**src/crt_pkg.sv**
```systemverilog
`default_nettype none
package crt_pkg;
    // register byte offsets
    localparam logic [7:0] CRT_OFF_CTRL  = 8'h00;
    localparam logic [7:0] CRT_OFF_MODE  = 8'h04;
    localparam logic [7:0] CRT_OFF_MODE1 = 8'h08;
    localparam logic [7:0] CRT_OFF_CNTL  = 8'h0c;
    localparam logic [7:0] CRT_OFF_CNTH  = 8'h10;
    localparam logic [7:0] CRT_OFF_RCAPL = 8'h14;
    localparam logic [7:0] CRT_OFF_RCAPH = 8'h18;
    // control register fields
    localparam int CRT_C_MAIN  = 7;
    localparam int CRT_C_EXT   = 6;
    localparam int CRT_C_LOWF  = 5;
    localparam int CRT_C_LOWIE = 4;
    localparam int CRT_C_FALL  = 3;
    localparam int CRT_C_HRUN  = 2;
    localparam int CRT_C_CT    = 1;
    localparam int CRT_C_CPRL  = 0;
    // mode register fields
    localparam int CRT_M_SPLIT = 7;
    localparam int CRT_M_LX12  = 6;
    localparam int CRT_M_RISE  = 5;
    localparam int CRT_M_X12   = 4;
    localparam int CRT_M_LRUN  = 3;
    localparam int CRT_M_LCLR  = 2;
    localparam int CRT_M_COE   = 1;
    localparam int CRT_M_MS0   = 0;
    // mode register one fields
    localparam int CRT_N_LCS   = 7;
    localparam int CRT_N_IGN   = 6;
    localparam int CRT_N_VIEW  = 5;
    localparam int CRT_N_CKS   = 4;
    localparam int CRT_N_MS1   = 3;
    localparam int CRT_N_CSEL  = 0;
    // reset values and counts
    localparam logic [7:0] CRT_RST_BYTE = 8'h00;
    localparam logic [3:0] CRT_PRE_LAST = 4'hb;
    localparam logic [7:0] CRT_ONES8    = 8'hff;
    // operating modes
    localparam logic [2:0] CRT_MD_AR   = 3'h0;
    localparam logic [2:0] CRT_MD_ARX  = 3'h1;
    localparam logic [2:0] CRT_MD_CAP  = 3'h2;
    localparam logic [2:0] CRT_MD_CAPZ = 3'h3;
    localparam logic [2:0] CRT_MD_PWM  = 3'h4;
    // clock source codes
    localparam logic [2:0] CRT_CK_DIV12 = 3'h0;
    localparam logic [2:0] CRT_CK_PIN   = 3'h1;
    localparam logic [2:0] CRT_CK_SYS   = 3'h2;
    localparam logic [2:0] CRT_CK_EVT   = 3'h3;
    localparam logic [2:0] CRT_CK_SER   = 3'h4;
    localparam logic [2:0] CRT_CK_T0    = 3'h5;
    localparam logic [2:0] CRT_CK_T1    = 3'h7;
    localparam logic [1:0] CRT_LK_DIV12 = 2'h0;
    localparam logic [1:0] CRT_LK_SYS   = 2'h1;
    localparam logic [1:0] CRT_LK_SER   = 2'h2;
    localparam logic [1:0] CRT_LK_EVT   = 2'h3;
endpackage
`default_nettype wire

```
**src/crt_timer.sv**
```systemverilog
// Operation
// - 16-bit counter, timer or event source
// - mode 0 auto-reload, overflow sets flag
// - enabled falling edge sets external flag
// - external input picked from eight sources
// - enabled rising edge acts like falling
// - one-cycle overflow event exported
// - mode 1 reloads from reload pair
// - mode 1 external edge also reloads
// - interrupt request from external flag, main flag unless ignored, low flag if enabled
// - mode 2 edge captures count bytes
// - mode 3 capture then zero count
// - split runs two 8-bit reload counters
// - separate run bits per byte
// - high overflow may clear low run
// - split wraps set main, low flags
// - flags cleared only by software
// - split exports low byte overflow
// - view select maps bits 5..4
// - split modes 1-3 mirror wide modes
// - split mode 4 high byte period
// - pwm overflow loads compare byte
// - pwm reaches pin only when enabled
// - three-bit main clock source code
// - two-bit low byte clock code
//
// Chosen here: the APB slave port and the register addresses.
`timescale 1ns/10ps
`default_nettype none
module crt_timer
    import crt_pkg::*;
(
    input  wire logic        clk,
    input  wire logic        srst,
    input  wire logic        psel,
    input  wire logic        penable,
    input  wire logic        pwrite,
    input  wire logic [7:0]  paddr,
    input  wire logic [31:0] pwdata,
    output var  logic [31:0] prdata,
    output var  logic        pready,
    output var  logic        pslverr,
    input  wire logic [7:0]  ext_src,
    input  wire logic        count_pin,
    input  wire logic        int_event_in,
    input  wire logic        serial_ovf_in,
    input  wire logic        t0_ovf_in,
    input  wire logic        t1_ovf_in,
    output var  logic        timer_irq,
    output var  logic        overflow_event_out,
    output var  logic        low_overflow_event_out,
    output var  logic        clock_out_pin
);
    // ************************************************************
    // declarations
    // ************************************************************
    logic [8:0]  sy1, sy2, sy3, filt, filt_d;
    logic [8:0]  fall_v, rise_v;
    logic [3:0]  pre;
    logic [7:0]  cnt_l, cnt_h, rcap_l, rcap_h, mode_r, mode1_r;
    logic        main_ovf_flag, external_event_flag, low_overflow_flag;
    logic        low_overflow_irq_enable, falling_edge_enable, high_run_control;
    logic        timer_counter_select, cp_rl, pwm_lvl;
    logic [1:0]  spare;
    logic        div12_tick, ext_evt, hi_src, lo_src, hi_tick, lo_tick;
    logic        ovf16, hi_ovf, lo_ovf, split, pwm, cap, capz, arx, view;
    logic [2:0]  mode, hi_code;
    logic [1:0]  lo_code;
    logic [15:0] cnt16;
    logic        wr_en, rd_go;
    logic [7:0]  rd_byte;

    // true for an aligned, mapped register offset
    function automatic logic crt_hit(input logic [7:0] a);
        crt_hit = (a == CRT_OFF_CTRL) || (a == CRT_OFF_MODE) ||
                  (a == CRT_OFF_MODE1) || (a == CRT_OFF_CNTL) ||
                  (a == CRT_OFF_CNTH) || (a == CRT_OFF_RCAPL) ||
                  (a == CRT_OFF_RCAPH);
    endfunction

    // ************************************************************
    // apb slave
    // ************************************************************
    // one wait state: data and ready are both flopped
    assign rd_go = psel & penable & ~pready;
    assign wr_en = psel & penable & pready & pwrite & crt_hit(paddr);

    // read mux, bits 5..4 of control follow the view select
    always_comb begin
        rd_byte = CRT_RST_BYTE;
        if (paddr == CRT_OFF_CTRL) begin
            rd_byte = {main_ovf_flag, external_event_flag,
                       view ? {low_overflow_flag, low_overflow_irq_enable} : spare,
                       falling_edge_enable, high_run_control,
                       timer_counter_select, cp_rl};
        end else if (paddr == CRT_OFF_MODE) begin
            rd_byte = mode_r;
        end else if (paddr == CRT_OFF_MODE1) begin
            rd_byte = mode1_r;
        end else if (paddr == CRT_OFF_CNTL) begin
            rd_byte = cnt_l;
        end else if (paddr == CRT_OFF_CNTH) begin
            rd_byte = cnt_h;
        end else if (paddr == CRT_OFF_RCAPL) begin
            rd_byte = rcap_l;
        end else if (paddr == CRT_OFF_RCAPH) begin
            rd_byte = rcap_h;
        end
    end

    // ready, read data and error answer
    always_ff @(posedge clk) begin
        if (srst) begin
            pready  <= 1'b0;
            pslverr <= 1'b0;
            prdata  <= 32'h0000_0000;
        end else begin
            pready  <= rd_go;
            pslverr <= rd_go & ~crt_hit(paddr);
            if (rd_go) begin
                prdata <= {24'h00_0000, rd_byte};
            end
        end
    end

    // ************************************************************
    // input conditioning
    // ************************************************************
    // three stages, level accepted once stages two and three agree
    always_ff @(posedge clk) begin
        if (srst) begin
            sy1    <= 9'h000;
            sy2    <= 9'h000;
            sy3    <= 9'h000;
            filt   <= 9'h000;
            filt_d <= 9'h000;
        end else begin
            sy1    <= {count_pin, ext_src};
            sy2    <= sy1;
            sy3    <= sy2;
            filt   <= (sy2 & sy3) | (filt & (sy2 ^ sy3));
            filt_d <= filt;
        end
    end

    assign fall_v  = filt_d & ~filt;
    assign rise_v  = filt & ~filt_d;
    // pick one of eight sources, then apply edge enables
    assign ext_evt = (falling_edge_enable & fall_v[mode1_r[CRT_N_CSEL +: 3]]) |
                     (mode_r[CRT_M_RISE] & rise_v[mode1_r[CRT_N_CSEL +: 3]]);

    // ************************************************************
    // clock selection
    // ************************************************************
    // divide-by-twelve prescaler
    always_ff @(posedge clk) begin
        if (srst) begin
            pre <= 4'h0;
        end else if (div12_tick) begin
            pre <= 4'h0;
        end else begin
            pre <= pre + 4'h1;
        end
    end

    assign div12_tick = (pre == CRT_PRE_LAST);
    assign split   = mode_r[CRT_M_SPLIT];
    assign view    = mode1_r[CRT_N_VIEW];
    assign mode    = {mode1_r[CRT_N_MS1], cp_rl, mode_r[CRT_M_MS0]};
    assign pwm     = split & (mode == CRT_MD_PWM);
    assign cap     = (mode == CRT_MD_CAP) | (mode == CRT_MD_CAPZ);
    assign capz    = (mode == CRT_MD_CAPZ);
    assign arx     = (mode == CRT_MD_ARX);
    assign hi_code = {mode1_r[CRT_N_CKS], mode_r[CRT_M_X12], timer_counter_select};
    assign lo_code = {mode1_r[CRT_N_LCS], mode_r[CRT_M_LX12]};
    assign cnt16   = {cnt_h, cnt_l};

    // low byte count source
    always_comb begin
        case (lo_code)
            CRT_LK_DIV12: lo_src = div12_tick;
            CRT_LK_SYS:   lo_src = 1'b1;
            CRT_LK_SER:   lo_src = serial_ovf_in;
            default:      lo_src = int_event_in;
        endcase
    end

    assign lo_tick = split & ~pwm & mode_r[CRT_M_LRUN] & lo_src;
    assign lo_ovf  = lo_tick & (cnt_l == CRT_ONES8);

    // main count source, code 011 takes low overflow when split
    always_comb begin
        case (hi_code)
            CRT_CK_DIV12: hi_src = div12_tick;
            CRT_CK_PIN:   hi_src = fall_v[8];
            CRT_CK_SYS:   hi_src = 1'b1;
            CRT_CK_EVT:   hi_src = split ? lo_ovf : int_event_in;
            CRT_CK_SER:   hi_src = serial_ovf_in;
            CRT_CK_T0:    hi_src = t0_ovf_in;
            CRT_CK_T1:    hi_src = t1_ovf_in;
            default:      hi_src = 1'b0;
        endcase
    end

    assign hi_tick = high_run_control & hi_src;
    assign ovf16   = ~split & hi_tick & (cnt16 == 16'hffff);
    assign hi_ovf  = split & hi_tick & (cnt_h == CRT_ONES8);

    // ************************************************************
    // counter bytes
    // ************************************************************
    // high byte: write, zero, edge reload, overflow reload, count
    always_ff @(posedge clk) begin
        if (srst) begin
            cnt_h <= CRT_RST_BYTE;
        end else if (wr_en && paddr == CRT_OFF_CNTH) begin
            cnt_h <= pwdata[7:0];
        end else if (capz && ext_evt) begin
            cnt_h <= CRT_RST_BYTE;
        end else if (arx && ext_evt) begin
            cnt_h <= rcap_h;
        end else if (ovf16 || hi_ovf) begin
            cnt_h <= cap ? CRT_RST_BYTE : rcap_h;
        end else if (hi_tick && (split || cnt_l == CRT_ONES8)) begin
            cnt_h <= cnt_h + 8'h01;
        end
    end

    // low byte: in pwm it holds the compare value
    always_ff @(posedge clk) begin
        if (srst) begin
            cnt_l <= CRT_RST_BYTE;
        end else if (wr_en && paddr == CRT_OFF_CNTL) begin
            cnt_l <= pwdata[7:0];
        end else if (pwm && hi_ovf) begin
            cnt_l <= rcap_l;
        end else if (capz && ext_evt) begin
            cnt_l <= CRT_RST_BYTE;
        end else if (arx && ext_evt) begin
            cnt_l <= rcap_l;
        end else if (ovf16 || lo_ovf) begin
            cnt_l <= cap ? CRT_RST_BYTE : rcap_l;
        end else if (split ? lo_tick : hi_tick) begin
            cnt_l <= cnt_l + 8'h01;
        end
    end

    // reload/capture pair, capture wins over a write
    always_ff @(posedge clk) begin
        if (srst) begin
            rcap_l <= CRT_RST_BYTE;
            rcap_h <= CRT_RST_BYTE;
        end else if (cap && ext_evt) begin
            rcap_l <= cnt_l;
            rcap_h <= cnt_h;
        end else if (wr_en) begin
            if (paddr == CRT_OFF_RCAPL) begin
                rcap_l <= pwdata[7:0];
            end else if (paddr == CRT_OFF_RCAPH) begin
                rcap_h <= pwdata[7:0];
            end
        end
    end

    // ************************************************************
    // control and flags
    // ************************************************************
    // flags: hardware set wins, only software clears
    always_ff @(posedge clk) begin
        if (srst) begin
            main_ovf_flag       <= 1'b0;
            external_event_flag <= 1'b0;
            low_overflow_flag   <= 1'b0;
        end else begin
            if (ovf16 || hi_ovf) begin
                main_ovf_flag <= 1'b1;
            end else if (wr_en && paddr == CRT_OFF_CTRL) begin
                main_ovf_flag <= pwdata[CRT_C_MAIN];
            end
            if (ext_evt) begin
                external_event_flag <= 1'b1;
            end else if (wr_en && paddr == CRT_OFF_CTRL) begin
                external_event_flag <= pwdata[CRT_C_EXT];
            end
            if (lo_ovf) begin
                low_overflow_flag <= 1'b1;
            end else if (wr_en && paddr == CRT_OFF_CTRL && view) begin
                low_overflow_flag <= pwdata[CRT_C_LOWF];
            end
        end
    end

    // plain control bits
    always_ff @(posedge clk) begin
        if (srst) begin
            low_overflow_irq_enable <= 1'b0;
            spare                   <= 2'h0;
            falling_edge_enable     <= 1'b0;
            high_run_control        <= 1'b0;
            timer_counter_select    <= 1'b0;
            cp_rl                   <= 1'b0;
            mode1_r                 <= CRT_RST_BYTE;
        end else if (wr_en && paddr == CRT_OFF_CTRL) begin
            if (view) begin
                low_overflow_irq_enable <= pwdata[CRT_C_LOWIE];
            end else begin
                spare <= pwdata[CRT_C_LOWIE +: 2];
            end
            falling_edge_enable  <= pwdata[CRT_C_FALL];
            high_run_control     <= pwdata[CRT_C_HRUN];
            timer_counter_select <= pwdata[CRT_C_CT];
            cp_rl                <= pwdata[CRT_C_CPRL];
        end else if (wr_en && paddr == CRT_OFF_MODE1) begin
            mode1_r <= pwdata[7:0];
        end
    end

    // mode register, high overflow may stop the low byte
    always_ff @(posedge clk) begin
        if (srst) begin
            mode_r <= CRT_RST_BYTE;
        end else begin
            if (wr_en && paddr == CRT_OFF_MODE) begin
                mode_r <= pwdata[7:0];
            end
            if (hi_ovf && mode_r[CRT_M_LCLR]) begin
                mode_r[CRT_M_LRUN] <= 1'b0;
            end
        end
    end

    // ************************************************************
    // outputs
    // ************************************************************
    always_ff @(posedge clk) begin
        if (srst) begin
            timer_irq              <= 1'b0;
            overflow_event_out     <= 1'b0;
            low_overflow_event_out <= 1'b0;
            pwm_lvl                <= 1'b0;
            clock_out_pin          <= 1'b0;
        end else begin
            timer_irq <= (main_ovf_flag & ~mode1_r[CRT_N_IGN]) | external_event_flag |
                         (low_overflow_flag & low_overflow_irq_enable);
            overflow_event_out     <= split ? lo_ovf : ovf16;
            low_overflow_event_out <= lo_ovf;
            if (hi_tick) begin
                pwm_lvl <= (cnt_h < cnt_l);
            end
            clock_out_pin <= pwm & mode_r[CRT_M_COE] & pwm_lvl;
        end
    end
endmodule // crt_timer
`default_nettype wire

```
**config.mk**
```make
export PLATFORM = sky130hd
export DESIGN_NAME = crt_timer
export DESIGN_NICKNAME = d
export VERILOG_FILES = /design/src/crt_pkg.sv /design/src/crt_timer.sv
export SDC_FILE = /design/constraint.sdc
export NUM_CORES = 1
export LEC_CHECK = 0
export ABC_AREA = 1
export ABC_CLOCK_PERIOD_IN_PS = 2000
export BUFFER_PORTS_ARGS = -buffer_cell sky130_fd_sc_hd__buf_2
export CAP_MARGIN = 25
export CORE_MARGIN = 4
export CORE_UTILIZATION = 30
export DETAILED_ROUTE_END_ITERATION = 10
export PLACE_DENSITY = 0.46
export SETUP_SLACK_MARGIN = 0.2
export SYNTH_ARGS = -nofsm -noshare
export SYNTH_HDL_FRONTEND = slang
export SYNTH_SLANG_ARGS = --single-unit
```
**constraint.sdc**
```tcl
create_clock -name clk -period 2 [get_ports clk]
set_input_delay 0.4 -clock clk [delete_from_list [all_inputs] [get_ports clk]]
set_output_delay 0.4 -clock clk [all_outputs]
set_load 0.01 [all_outputs]
```
# == Word-level counts from Yosys, hierarchy flattened ==
# Index checks and enable logic that the tools add are counted.
# word_totals
inputBits,58
mem_count,0
latch_bits,0
rom_bits,0
ff_bits,122
ramBits,0
output_inout_bits,38
# classes
n_reduce_logical,39
mux,43
addsub,3
eq_ne,23
n_bitwise,41
order_cmp,2
n_mul,0
n_shift,0
div,0
# op_table
op,n
$mux 8,27
$and 9x9->9,3
$eq 8x5->1 const B,3
$and 1x1->1,22
$add 8x1->8 const B,2
$eq 16x16->1 const B,1
$eq 8x4->1 const B,2
$eq 8x8->1 const B,2
$eq 3x2->1 const B,4
$eq 3x3->1 const B,4
$logic_and 1x1->1,12
$reduce_bool 2->1,6
$mux 1,11
$logic_or 1x1->1,9
$not 9->9,1
$or 9x9->9,1
$xor 9x9->9,1
$and 8x8->8,1
$eq 8x3->1 const B,1
$logic_not 8->1,1
$lt 8x8->1,1
$not 8->8,1
$reduce_and 2->1,4
$not 1->1,7
other kinds (18),24

# == Depth between registers and ports, before layout ==
# Gate-level depths: netlist of the first run.
# logic_depth
word_depth,18
depth_mapped,16
depth_no_buf,16

# == Least setup slack after synthesis of the first run ==
# OpenSTA, ideal clock, no wires.
# synth_path
path_kind,register to register
start,reg cnt_l[1]
end,reg cnt_l[7]
path_stages_with_launch,15
synth_period_minus_slack_ns,2.043
t_required_ns,1.869
setup_slack_ns,-0.043
arrival_ns,1.913
setup_time_ns,0.131
cell_sequence,dfxtp_1 -> ha_1 -> nand3_1 -> nor2_2 -> nand3_4 -> nand2_2 -> nand2_2 -> a21oi_4 -> nand3b_2 -> nand2_2 -> nor2_1 -> nand2_1 -> nand2_1 -> nand2_1 -> a21oi_2
# synth_between
elab_chain_cells,13
elab_cells_between_ends,21
# synth_lines
item,line_no,rtl
from (decl),crt_timer.sv:60,"logic [7:0] cnt_l, cnt_h, rcap_l, rcap_h, mode_r, mode1_r;"
from (signal assigned),crt_timer.sv:234,cnt_l <= pwdata[7:0];
from (signal assigned),crt_timer.sv:236,cnt_l <= rcap_l;
from (signal assigned),crt_timer.sv:240,cnt_l <= rcap_l;
$eq 8x8->1,crt_timer.sv:189,assign lo_ovf = lo_tick & (cnt_l == CRT_ONES8);
$and 1x1->1,crt_timer.sv:189,
$mux 1,crt_timer.sv:197,CRT_CK_EVT: hi_src = split ? lo_ovf : int_event_in;
$pmux 1 s7,crt_timer.sv:193,case (hi_code)
$and 1x1->1,crt_timer.sv:205,assign hi_tick = high_run_control & hi_src;
$and 1x1->1 (2 in series),crt_timer.sv:206,assign ovf16 = ~split & hi_tick & (cnt16 == 16'hffff);
$logic_or 1x1->1,crt_timer.sv:241,end else if (ovf16 || lo_ovf) begin
$mux 8,crt_timer.sv:241,
$mux 8,crt_timer.sv:239,end else if (arx && ext_evt) begin
$mux 8,crt_timer.sv:237,end else if (capz && ext_evt) begin
$mux 8,crt_timer.sv:235,end else if (pwm && hi_ovf) begin
$mux 8,crt_timer.sv:233,end else if (wr_en && paddr == CRT_OFF_CNTL) begin
# Several ways; a longest one is shown, not always the timed one. The select of a mux whose other input is x is not followed.
# A chain may end at the register's enable or synchronous reset.

# == Worst setup path in the final report of the first run ==
# layout_path
start,reg cnt_l[1]
end,reg cnt_l[1]
# Same word-level chain as after synthesis.

==> flow_metrics.py, run 1 <==
metrics = {
    "placed_design": {
        "dp_slack_ps": -299,
        "portBuffers": 47,
        "place.detailed.hpwl_um": 16200,
        "globalplace.congestion": 0.912,
    },
    "synthesis": {
        "yosys-top-cells-area": "dfxtp_1 (38%), nand2_1 (9.1%), nor2_1 (9.0%)",
        "synth.cell_area_mm2": 0.00640,
        "ys_seq_area_share_pct": 38.1,
        "yosys.area.top_type_share_pct": 38.1,
        "yosysUniqueCellTypes": 41,
        "yosysWarnings": 0,
        "synth_cells": 948,
        "yosysTopAreaCell": "dfxtp_1",
        "syn_area_per_cell_um2": 6.76,
        "synth_seq_cells": 122,
    },
    "route": {
        "vias": 6643,
        "wl_um": 22200,
        "wl_met1_um": 10300,
        "wire_per_inst_um": 15.6,
        "viasPerCell": 4.67,
        "remaining_drc_errors": 0,
        "wl_met3_um": 1340,
        "ant_nets": 0,
        "highest_layer": "met4",
        "drtIter0Drc": 405,
        "firstDrtPassIters": 5,
        "wl_met2_um": 10000,
    },
    "global_routing": {
        "grt_pass1_wl_um": 34400,
        "antenna_found_initial": 0,
        "grtUsageTotal_pct": 18.5,
        "grt_pass1_vias": 6383,
        "grt_start_max_net_pins": 38,
        "grt-ovfl-total": 0,
    },
    "setup_path": {
        "cp.arrival_ps": 2400,
        "startpoint_type": "register",
        "cpPeakStageDelay_ps": 360,
        "crit_fanout": 14,
        "crit_family": "simple AND/OR/NAND/NOR gates",
        "crit_type": "reg2reg",
        "crit_chain": "ha_4 -> nand3_4 -> nor2_4 -> nand3_4 -> nand2_2 -> nand2_2 -> a21oi_4 -> buf_12 -> buf_6 -> nand2_2 -> nand4_1 -> nor2_2 -> buf_12 -> nor2_2 -> nand2_1 -> a21oi_2",
        "worstReg2RegStart": "cnt_l[1]",
        "crit_start": "cnt_l[1]",
        "cp.required_ps": 2350,
        "endpoint_kind": "register",
        "cp_common_cell": "nand2_2",
        "slowest_stage": "dfxtp_4",
        "crit_buf_inv": 3,
    },
    "power_and_ir_drop": {
        "p_total_uw": 6050,
        "p_per_area_mw_per_mm2": 657,
        "cellLeakagePower_uw": 0.00422,
        "peakVddDrop_mv": 0.468,
    },
    "clocking": {
        "cts_tree": "done",
        "path_clk_slew_ps": 70,
        "cts_buffers": 17,
        "cts_root_buf": "clkbuf_16",
        "clk_latency_ps": 430,
        "h-tree-depth": 4,
        "clock_sinks": 122,
        "ctsHoldBuffers": 0,
        "clk_path_buf_depth": 2,
    },
    "timing": {
        "finalWorstSetupSlack_ps": -49.4,
        "hold_violations": 0,
        "max_clock_freq_mhz": 488,
        "setup_viol": 11,
        "fin_skew_ps": 10.4,
        "fin_crit_sh_pct": 102,
        "drv_slew": 0,
        "rsz0062_at_grt": "yes",
        "period_needed_ps": 2050,
    },
    "flow_run": {
        "cap_violations": 0,
    },
    "layout": {
        "area_delta_synth_final_pct": 43.9,
        "drive_above_1_share_pct": 30.1,
        "fin_util_pct": 43.9,
        "n_fill_cell": 2151,
        "n_antenna_cell": 0,
        "finalNetCount": 1212,
    },
    "die": {
        "core_area_mm2": 0.0210,
        "die_h_um": 154,
        "die_area_mm2": 0.0238,
        "start_util_pct": 30.5,
        "io_pins": 96,
        "die_x_um": 154,
        "num_rows": 53,
    },
    "outcome": {
        "status": "complete, but fails checks",
        "violations": "negative setup slack",
    },
    "min_path": {
        "hold_path_class": "in2reg",
        "holdCritStartpoint": "ext_src[6]",
    },
}
registers in the layout, summed over array words and instances, names as in the netlist, 2 cells and up:
name	flops
cnt_l	8
sy1	9
filt	9
sy3	9
rcap_h	8
cnt_h	8
pre	4
spare	2
filt_d	9
mode1_r	8
rcap_l	8
prdata	8
sy2	9
mode_r	8
cell families after synthesis:
logic type               count (synthesis)  synth area share (%)
AND/OR/NAND/NOR                        402                  26.6
buffers and inverters                  203                  13.6
AO/OA/AOI/OAI                          189                  16.3
flip-flops                             122                  38.1
adder cells (fa/ha/maj)                 19                  3.71
XOR/XNOR                                12                  1.64
other                                    1                0.0585
stage by stage:
step	std cells	setup TNS (ps)	instance area, um^2	hold slack, ps
2_1_floorplan	971	0	6590	388
3_3_place_gp	1371	-7640	7900	391
3_5_place_dp	1371	-8840	7900	392
4_1_cts	1415	-165	8950	156
5_1_grt	1423	-3310	9220	170
6_report	1423	-287	9220	165
power by group:
part / internal [uW] / switching (uW)
registers: 2460 / 11.2
logic: 90.5 / 169
clock network: 1920 / 1410
total: 4470 / 1590
cells in the final DEF, fill, tap and decap left out, types with 7 or more instances in the layout:
cell type / instances
nand3_2: 11
nor2_1: 135
inv_1: 141
xor2_1: 10
inv_8: 7
nand2_4: 8
o21ai_1: 23
nor3_1: 8
buf_6: 17
conb_1: 24
o22ai_1: 17
ha_1: 15
o211ai_1: 8
nand4_1: 9
nand3_1: 39
nand2_2: 18
clkbuf_16: 20
a21oi_2: 10
buf_4: 121
nand2_1: 133
nand3_4: 8
buf_2: 47
o21ai_0: 43
a21oi_1: 66
dfxtp_1: 116
nor2_2: 17
worst paths after layout:
kind	endpoint	slack, ps	cells after the start
min	sy1[6]	160	3
min reg2reg	sy2[3]	390	2
max	cnt_l[1]	-50	16
max reg2reg	cnt_l[1]	-50	16
area by class of cell:
class | count | area, um^2 | share of cell area [%]
Multi-Input combinational cell | 647 | 3670 | 39.8
Sequential cell | 122 | 2450 | 26.6
Timing Repair Buffer | 194 | 1530 | 16.6
Inverter | 152 | 588 | 6.38
Clock buffer | 17 | 425 | 4.61
Tap cell | 275 | 344 | 3.73
Clock inverter | 15 | 199 | 2.16
Timing Repair inverter | 1 | 3.75 | 0.0407
layer usage:
metal / track usage (%) / up-vias
met2: 29.0 / 177
met1: 25.2 / 3046
met5: 0 / -
met4: 6.48 / 0
met3: 4.19 / 40
li1: - / 3380
Yosys cell counts (all sizes together):
library cell	n
ha	19
a21oi	77
a22oi	1
inv	150
xor2	10
clkinv	2
o211ai	8
nand3	57
a21boi	2
nand2	159
xnor2	2
dfxtp	122
o41ai	1
a31oi	2
buf	32
nand4	10
nor4	2
o21ai	70
or2	2
nor3	11
nor2	158
o2111ai	1
a311oi	2
o221ai	3
nand3b	3
conb	1
o22ai	22
clkbuf	19
worst register-to-register path: cells and delay by family, from the launching register on:
family          cells  cell delay [ps]
fa+ha+maj           1              150
buf+inv             3              380
compound gates      2              280
flops               1              360
simple gates       10              810
timing repair:
item / 4_1_cts / 5_1_grt
gates resized for setup: 106 / 48
setup buffers: 10 / 5
pin swaps: 34 / 26
endpoints found under the hold margin: 0 / 0
cloned: 2 / 3
endpoints found under the setup margin: 35 / 44
No activity file was read; power rests on OpenSTA's default activity.
==> inputs of run 2 (changes only) <==
--- a/config.mk
+++ b/config.mk
@@ -8,11 +8,10 @@
 export ABC_AREA = 1
 export ABC_CLOCK_PERIOD_IN_PS = 2000
 export BUFFER_PORTS_ARGS = -buffer_cell sky130_fd_sc_hd__buf_2
-export CAP_MARGIN = 25
 export CORE_MARGIN = 4
 export CORE_UTILIZATION = 30
 export DETAILED_ROUTE_END_ITERATION = 10
-export PLACE_DENSITY = 0.46
+export PLACE_DENSITY = 0.45
 export SETUP_SLACK_MARGIN = 0.2
 export SYNTH_ARGS = -nofsm -noshare
 export SYNTH_HDL_FRONTEND = slang
==> run 2 against run 1 <==
Compared with the run above:
- the run still ends with negative setup slack left
- die area did not move
- worst hold slack better by 4.2 ps
- non-clock buffer count is 12 higher
- sequential cell count unchanged
- routed wire length is 1.4% higher
- utilization grew 0.83 points
- clock-buffer cell count unchanged
- cell count is 0.91% higher
- register-to-register slack lost 150 ps
- critical endpoint is now cnt_l[0]
- highest routed layer unchanged
==> flow_metrics.py, run 2 (synthesized netlist as in run 1, its figures left out) <==
metrics = {
    "global_routing": {
        "use_met3_pct": 2.93,
        "grt_util_met2_pct": 30.1,
        "grt_pass1_wl_um": 34800,
        "grt-ovfl-total": 0,
        "grt_start_max_net_pins": 71,
        "grtUsageTotal_pct": 18.7,
        "grt_pass1_vias": 6324,
        "grt_use_met1_pct": 25.5,
        "antenna_found_initial": 0,
        "busiest_layer": "met2",
    },
    "power_and_ir_drop": {
        "peakVddDrop_mv": 0.492,
        "pwr-share-clk_pct": 53.5,
        "p_int_uw": 4330,
        "seqPwrFrac_pct": 42.0,
        "p_comb_share_pct": 4.5,
        "p_total_uw": 5890,
        "p_per_area_mw_per_mm2": 627,
        "cellLeakagePower_uw": 0.00434,
        "swShare_pct": 26.4,
        "p_switching_uw": 1550,
    },
    "timing": {
        "max_slew.worst_pin.slew_ps": 568,
        "hold_violations": 0,
        "max_clock_freq_mhz": 454,
        "fin_tns_setup_ps": -2530,
        "max-slew-margin-rel_pct": 61.8,
        "fin_skew_ps": 12.4,
        "fin_crit_sh_pct": 110,
        "rsz0062_at_grt": "yes",
        "finalWorstSetupSlack_ps": -201,
        "period_needed_ps": 2200,
        "drv_slew": 0,
        "setup_viol": 17,
    },
    "placed_design": {
        "place_area_mm2": 0.00787,
        "dp_cells": 1368,
        "place.detailed.hpwl_um": 16200,
        "globalplace.congestion": 0.911,
        "portBuffers": 47,
        "dp_slack_ps": -303,
    },
    "clocking": {
        "cts_root_buf": "clkbuf_16",
        "path_clk_slew_ps": 60,
        "clk_latency_ps": 430,
        "cts_tree": "done",
        "clock_sinks": 122,
        "cts_buffers": 17,
        "clk_path_buf_depth": 2,
        "h-tree-depth": 4,
        "ctsHoldBuffers": 0,
    },
    "route": {
        "vias": 6713,
        "viasPerCell": 4.67,
        "firstDrtPassIters": 5,
        "drtIter0Drc": 388,
        "remaining_drc_errors": 0,
        "wire_per_inst_um": 15.7,
        "wl_um": 22500,
        "ant_nets": 0,
    },
    "layout": {
        "fin_cells": 1436,
        "layout_common_cells": "inv_1 (141), nor2_1 (138), nand2_1 (136)",
        "design_area_mm2": 0.00939,
        "finalNetCount": 1225,
        "n_antenna_cell": 0,
        "drive_above_1_share_pct": 31.4,
        "area_delta_synth_final_pct": 46.6,
        "n_fill_cell": 2140,
        "final_common_cell": "inv_1",
    },
    "min_path": {
        "hold_path_class": "in2reg",
    },
    "outcome": {
        "status": "complete, but fails checks",
        "violations": "negative setup slack",
    },
    "setup_path": {
        "cp.arrival_ps": 2550,
        "crit_chain": "ha_4 -> nand3_4 -> nor2_4 -> nand3_4 -> nand2_4 -> nand2_4 -> a21oi_4 -> buf_12 -> nand3b_4 -> buf_12 -> nor2_2 -> nor2_1 -> nand2_1 -> nand2_1 -> a21oi_2",
        "endpoint_kind": "register",
        "startpoint_type": "register",
        "cp.required_ps": 2350,
        "cpPeakStageDelay_ps": 350,
        "crit_fanout": 8,
        "crit_type": "reg2reg",
        "slowest_stage": "dfxtp_2",
    },
    "die": {
        "num_rows": 53,
        "io_pins": 96,
        "core_area_mm2": 0.0210,
        "die_h_um": 154,
        "start_util_pct": 30.5,
        "die_x_um": 154,
        "die_area_mm2": 0.0238,
    },
    "flow_run": {
        "cap_violations": 0,
    },
}
## run 2: cell types whose count changed in the layout (fill, tap and decap cells not counted), sizes merged
cell      change
clkinvlp      +1
nor2          +1
buf          +15
bufinv        -1
clkinv        -1
clkbuf        -3
inv           +1
## run 2: path summary, 6_finish.rpt
check / start / to / slack, ps / cells after the start
setup / recovery: cnt_l[0] / cnt_l[0] / -200 / 15
setup reg to reg: cnt_l[0] / cnt_l[0] / -200 / 15
hold / removal: ext_src[7] / sy1[7] / 170 / 3
hold reg to reg: sy1[5] / sy2[5] / 400 / 2
## run 2: metal layers
layer	routed length (um)	share of wire, %	vias to the layer above
li1	-	-	3407
met1	10400	46	3068
met2	10400	46	202
met3	1200	5.3	36
met4	579	2.6	0
met5	0	0	-
## run 2: per-stage QoR
step	utilization [%]	hold WS, ps
floorplan	-	388
global placement	37.5	389
detailed placement	37.5	393
CTS	43.5	151
global route	44.7	171
finish	44.7	169
## run 2: layout make-up
| class | count | area, um^2 | share of cell area [%] |
|---|---|---|---|
| clock buffers | 17 | 425 | 4.53 |
| well taps | 275 | 344 | 3.66 |
| repair buffers | 206 | 1610 | 17.1 |
| flip-flops and latches | 122 | 2450 | 26.1 |
| repair inverters | 1 | 3.75 | 0.0400 |
| clock inverters | 15 | 170 | 1.81 |
| multi-input cells | 648 | 3800 | 40.5 |
| inverters | 152 | 587 | 6.25 |
## run 2: critical path: cells and delay by family, from the launching register on
kind / cells / cell delay [ps]
buffers and inverters: 2 / 310
DFF: 1 / 350
and+or+nand+nor: 10 / 930
AOI/OAI and AO/OA: 2 / 360
adders and majority gates: 1 / 150
## run 2: power groups by stage
stage	sequential, uW	combinational (uW)	clock, uW
2_1_floorplan	2520	154	0
3_3_place_gp	2520	243	0
3_5_place_dp	2520	242	0
4_1_cts	2470	260	3240
5_1_grt	2470	294	3320
6_report	2470	264	3150
## run 2: repair_timing
action,4_1_cts,5_1_grt
pin swaps,43,46
setup endpoints to repair,34,47
resized for setup,126,57
buffers inserted,27,5
gates cloned,4,0
==> inputs of run 3 (changes only) <==
--- a/config.mk
+++ b/config.mk
@@ -11,6 +11,7 @@
 export CORE_MARGIN = 4
 export CORE_UTILIZATION = 30
 export DETAILED_ROUTE_END_ITERATION = 10
+export MAX_ROUTING_LAYER = met4
 export PLACE_DENSITY = 0.45
 export SETUP_SLACK_MARGIN = 0.2
 export SYNTH_ARGS = -nofsm -noshare
==> run 3 against run 2 <==
Compared with the run above:
- the run still ends with negative setup slack left
- clock power about the same
- routed wire length about the same
- global-route usage rose by 0.55 points
- clock skew is 4.5 ps higher
- die area stayed put
==> flow_metrics.py, run 3 (synthesized netlist as in run 1, its figures left out) <==
metrics = {
    "die": {
        "die_area_mm2": 0.0238,
        "die_x_um": 154,
        "start_util_pct": 30.5,
        "core_area_mm2": 0.0210,
        "num_rows": 53,
        "io_pins": 96,
        "die_h_um": 154,
    },
    "clocking": {
        "clk_latency_ps": 430,
        "path_clk_slew_ps": 70,
        "cts_buffers": 17,
        "clock_sinks": 122,
        "ctsHoldBuffers": 0,
        "clk_path_buf_depth": 2,
        "h-tree-depth": 4,
        "cts_root_buf": "clkbuf_16",
        "cts_tree": "done",
    },
    "setup_path": {
        "crit_start": "cnt_l[0]",
        "cp.arrival_ps": 2550,
        "worstReg2RegStart": "cnt_l[0]",
        "crit_family": "simple AND/OR/NAND/NOR gates",
        "crit_type": "reg2reg",
        "cp_common_cell": "nand3_4",
        "crit_chain": "ha_4 -> nand3_4 -> nor2_4 -> nand3_4 -> nand2_4 -> nand2_4 -> a21oi_4 -> buf_12 -> nand3_4 -> buf_4 -> buf_6 -> buf_4 -> a21oi_1",
        "slowest_stage": "dfxtp_2",
        "reg2reg_slack_ps": -190,
        "crit_fanout": 6,
        "cpPeakStageDelay_ps": 350,
        "crit_buf_inv": 4,
        "startpoint_type": "register",
        "endpoint_kind": "register",
        "cp.required_ps": 2360,
    },
    "power_and_ir_drop": {
        "p_per_area_mw_per_mm2": 626,
        "peakVddDrop_mv": 0.495,
        "cellLeakagePower_uw": 0.00434,
        "p_total_uw": 5880,
    },
    "route": {
        "drtIter0Drc": 443,
        "viasPerCell": 4.69,
        "vias": 6731,
        "firstDrtPassIters": 5,
        "wl_um": 22500,
        "remaining_drc_errors": 0,
        "wire_per_inst_um": 15.7,
        "ant_nets": 0,
    },
    "layout": {
        "final_common_cell": "inv_1",
        "fin_cells": 1436,
        "area_delta_synth_final_pct": 46.7,
        "drive_above_1_share_pct": 31.4,
        "n_antenna_cell": 0,
        "design_area_mm2": 0.00940,
        "finalNetCount": 1225,
        "layout_common_cells": "inv_1 (141), nor2_1 (138), nand2_1 (136)",
    },
    "flow_run": {
        "cap_violations": 0,
    },
    "timing": {
        "max_slew.worst_pin.slew_ps": 545,
        "setup_viol": 17,
        "period_needed_ps": 2190,
        "whs_ps": 165,
        "drv_slew": 0,
        "rsz0062_at_grt": "yes",
        "finalWorstSetupSlack_ps": -194,
        "fin_skew_ps": 16.9,
        "fin_tns_setup_ps": -2400,
        "max_clock_freq_mhz": 456,
        "hold_violations": 0,
        "max-slew-margin-rel_pct": 63.3,
        "fin_crit_sh_pct": 110,
    },
    "global_routing": {
        "grt_pass1_wl_um": 34800,
        "antenna_found_initial": 0,
        "grt_pass1_vias": 6326,
        "grt-ovfl-total": 0,
        "grt_start_max_net_pins": 71,
        "grtUsageTotal_pct": 19.3,
    },
    "placed_design": {
        "globalplace.congestion": 0.927,
        "portBuffers": 47,
        "dp_cells": 1368,
        "place_area_mm2": 0.00787,
        "place.detailed.hpwl_um": 16200,
    },
    "min_path": {
        "hold_path_class": "in2reg",
        "holdCritStartpoint": "ext_src[7]",
    },
    "outcome": {
        "status": "complete, but fails checks",
        "violations": "negative setup slack",
    },
}
-- run 3: cell counts in the layout (fill, tap and decap cells not counted) --
Identical to the previous run, type by type.
-- run 3: worst paths after layout --
| path | to | cells after the start |
|---|---|---|
| max | main_ovf_flag | 13 |
| min | sy1[7] | 3 |
| max reg2reg | main_ovf_flag | 13 |
| min reg2reg | sy2[5] | 2 |
-- run 3: cell type report --
cell class                      count  area [um^2]
Timing Repair inverter              1         3.75
Multi-Input combinational cell    648         3800
Clock buffer                       17          425
Timing Repair Buffer              206         1610
Clock inverter                     15          170
Inverter                          152          587
Sequential cell                   122         2450
Fill cell                        2140        11600
Tap cell                          275          344
-- run 3: power by group --
part | total (uW) | internal (uW) | switching [uW]
Combinational | 264 | 92.0 | 173
Clock | 3150 | 1780 | 1370
Sequential | 2470 | 2460 | 13.1
Total | 5880 | 4330 | 1550
-- run 3: stage by stage --
step | worst slack [ps] | util [%]
final | -194 | 44.7
after global routing | -290 | 44.7
after CTS | -82.7 | 43.5
after detailed placement | -303 | 37.5
after global placement | -303 | 37.5
after floorplan | 55.5 | -
-- run 3: layer usage --
metal	GRT usage [%]	wire (um)
met1	25.6	10600
met2	30.1	10300
met3	2.84	1080
met4	6.64	584
met5	-	0
-- run 3: worst register-to-register path, delay by kind of cell (launching register included) --
family | cells | cell delay (ps)
adders and majority gates | 1 | 150
DFF | 1 | 350
AOI/OAI and AO/OA | 2 | 370
buffers and inverters | 4 | 560
and+or+nand+nor | 6 | 690
-- run 3: what timing repair did --
| item | in CTS | in global routing |
|---|---|---|
| buffers inserted | 27 | 5 |
| hold endpoints to repair | 0 | 0 |
| cloned | 4 | 0 |
| pin swaps | 43 | 43 |
| setup endpoints to repair | 34 | 47 |
| gates resized for setup | 126 | 58 |
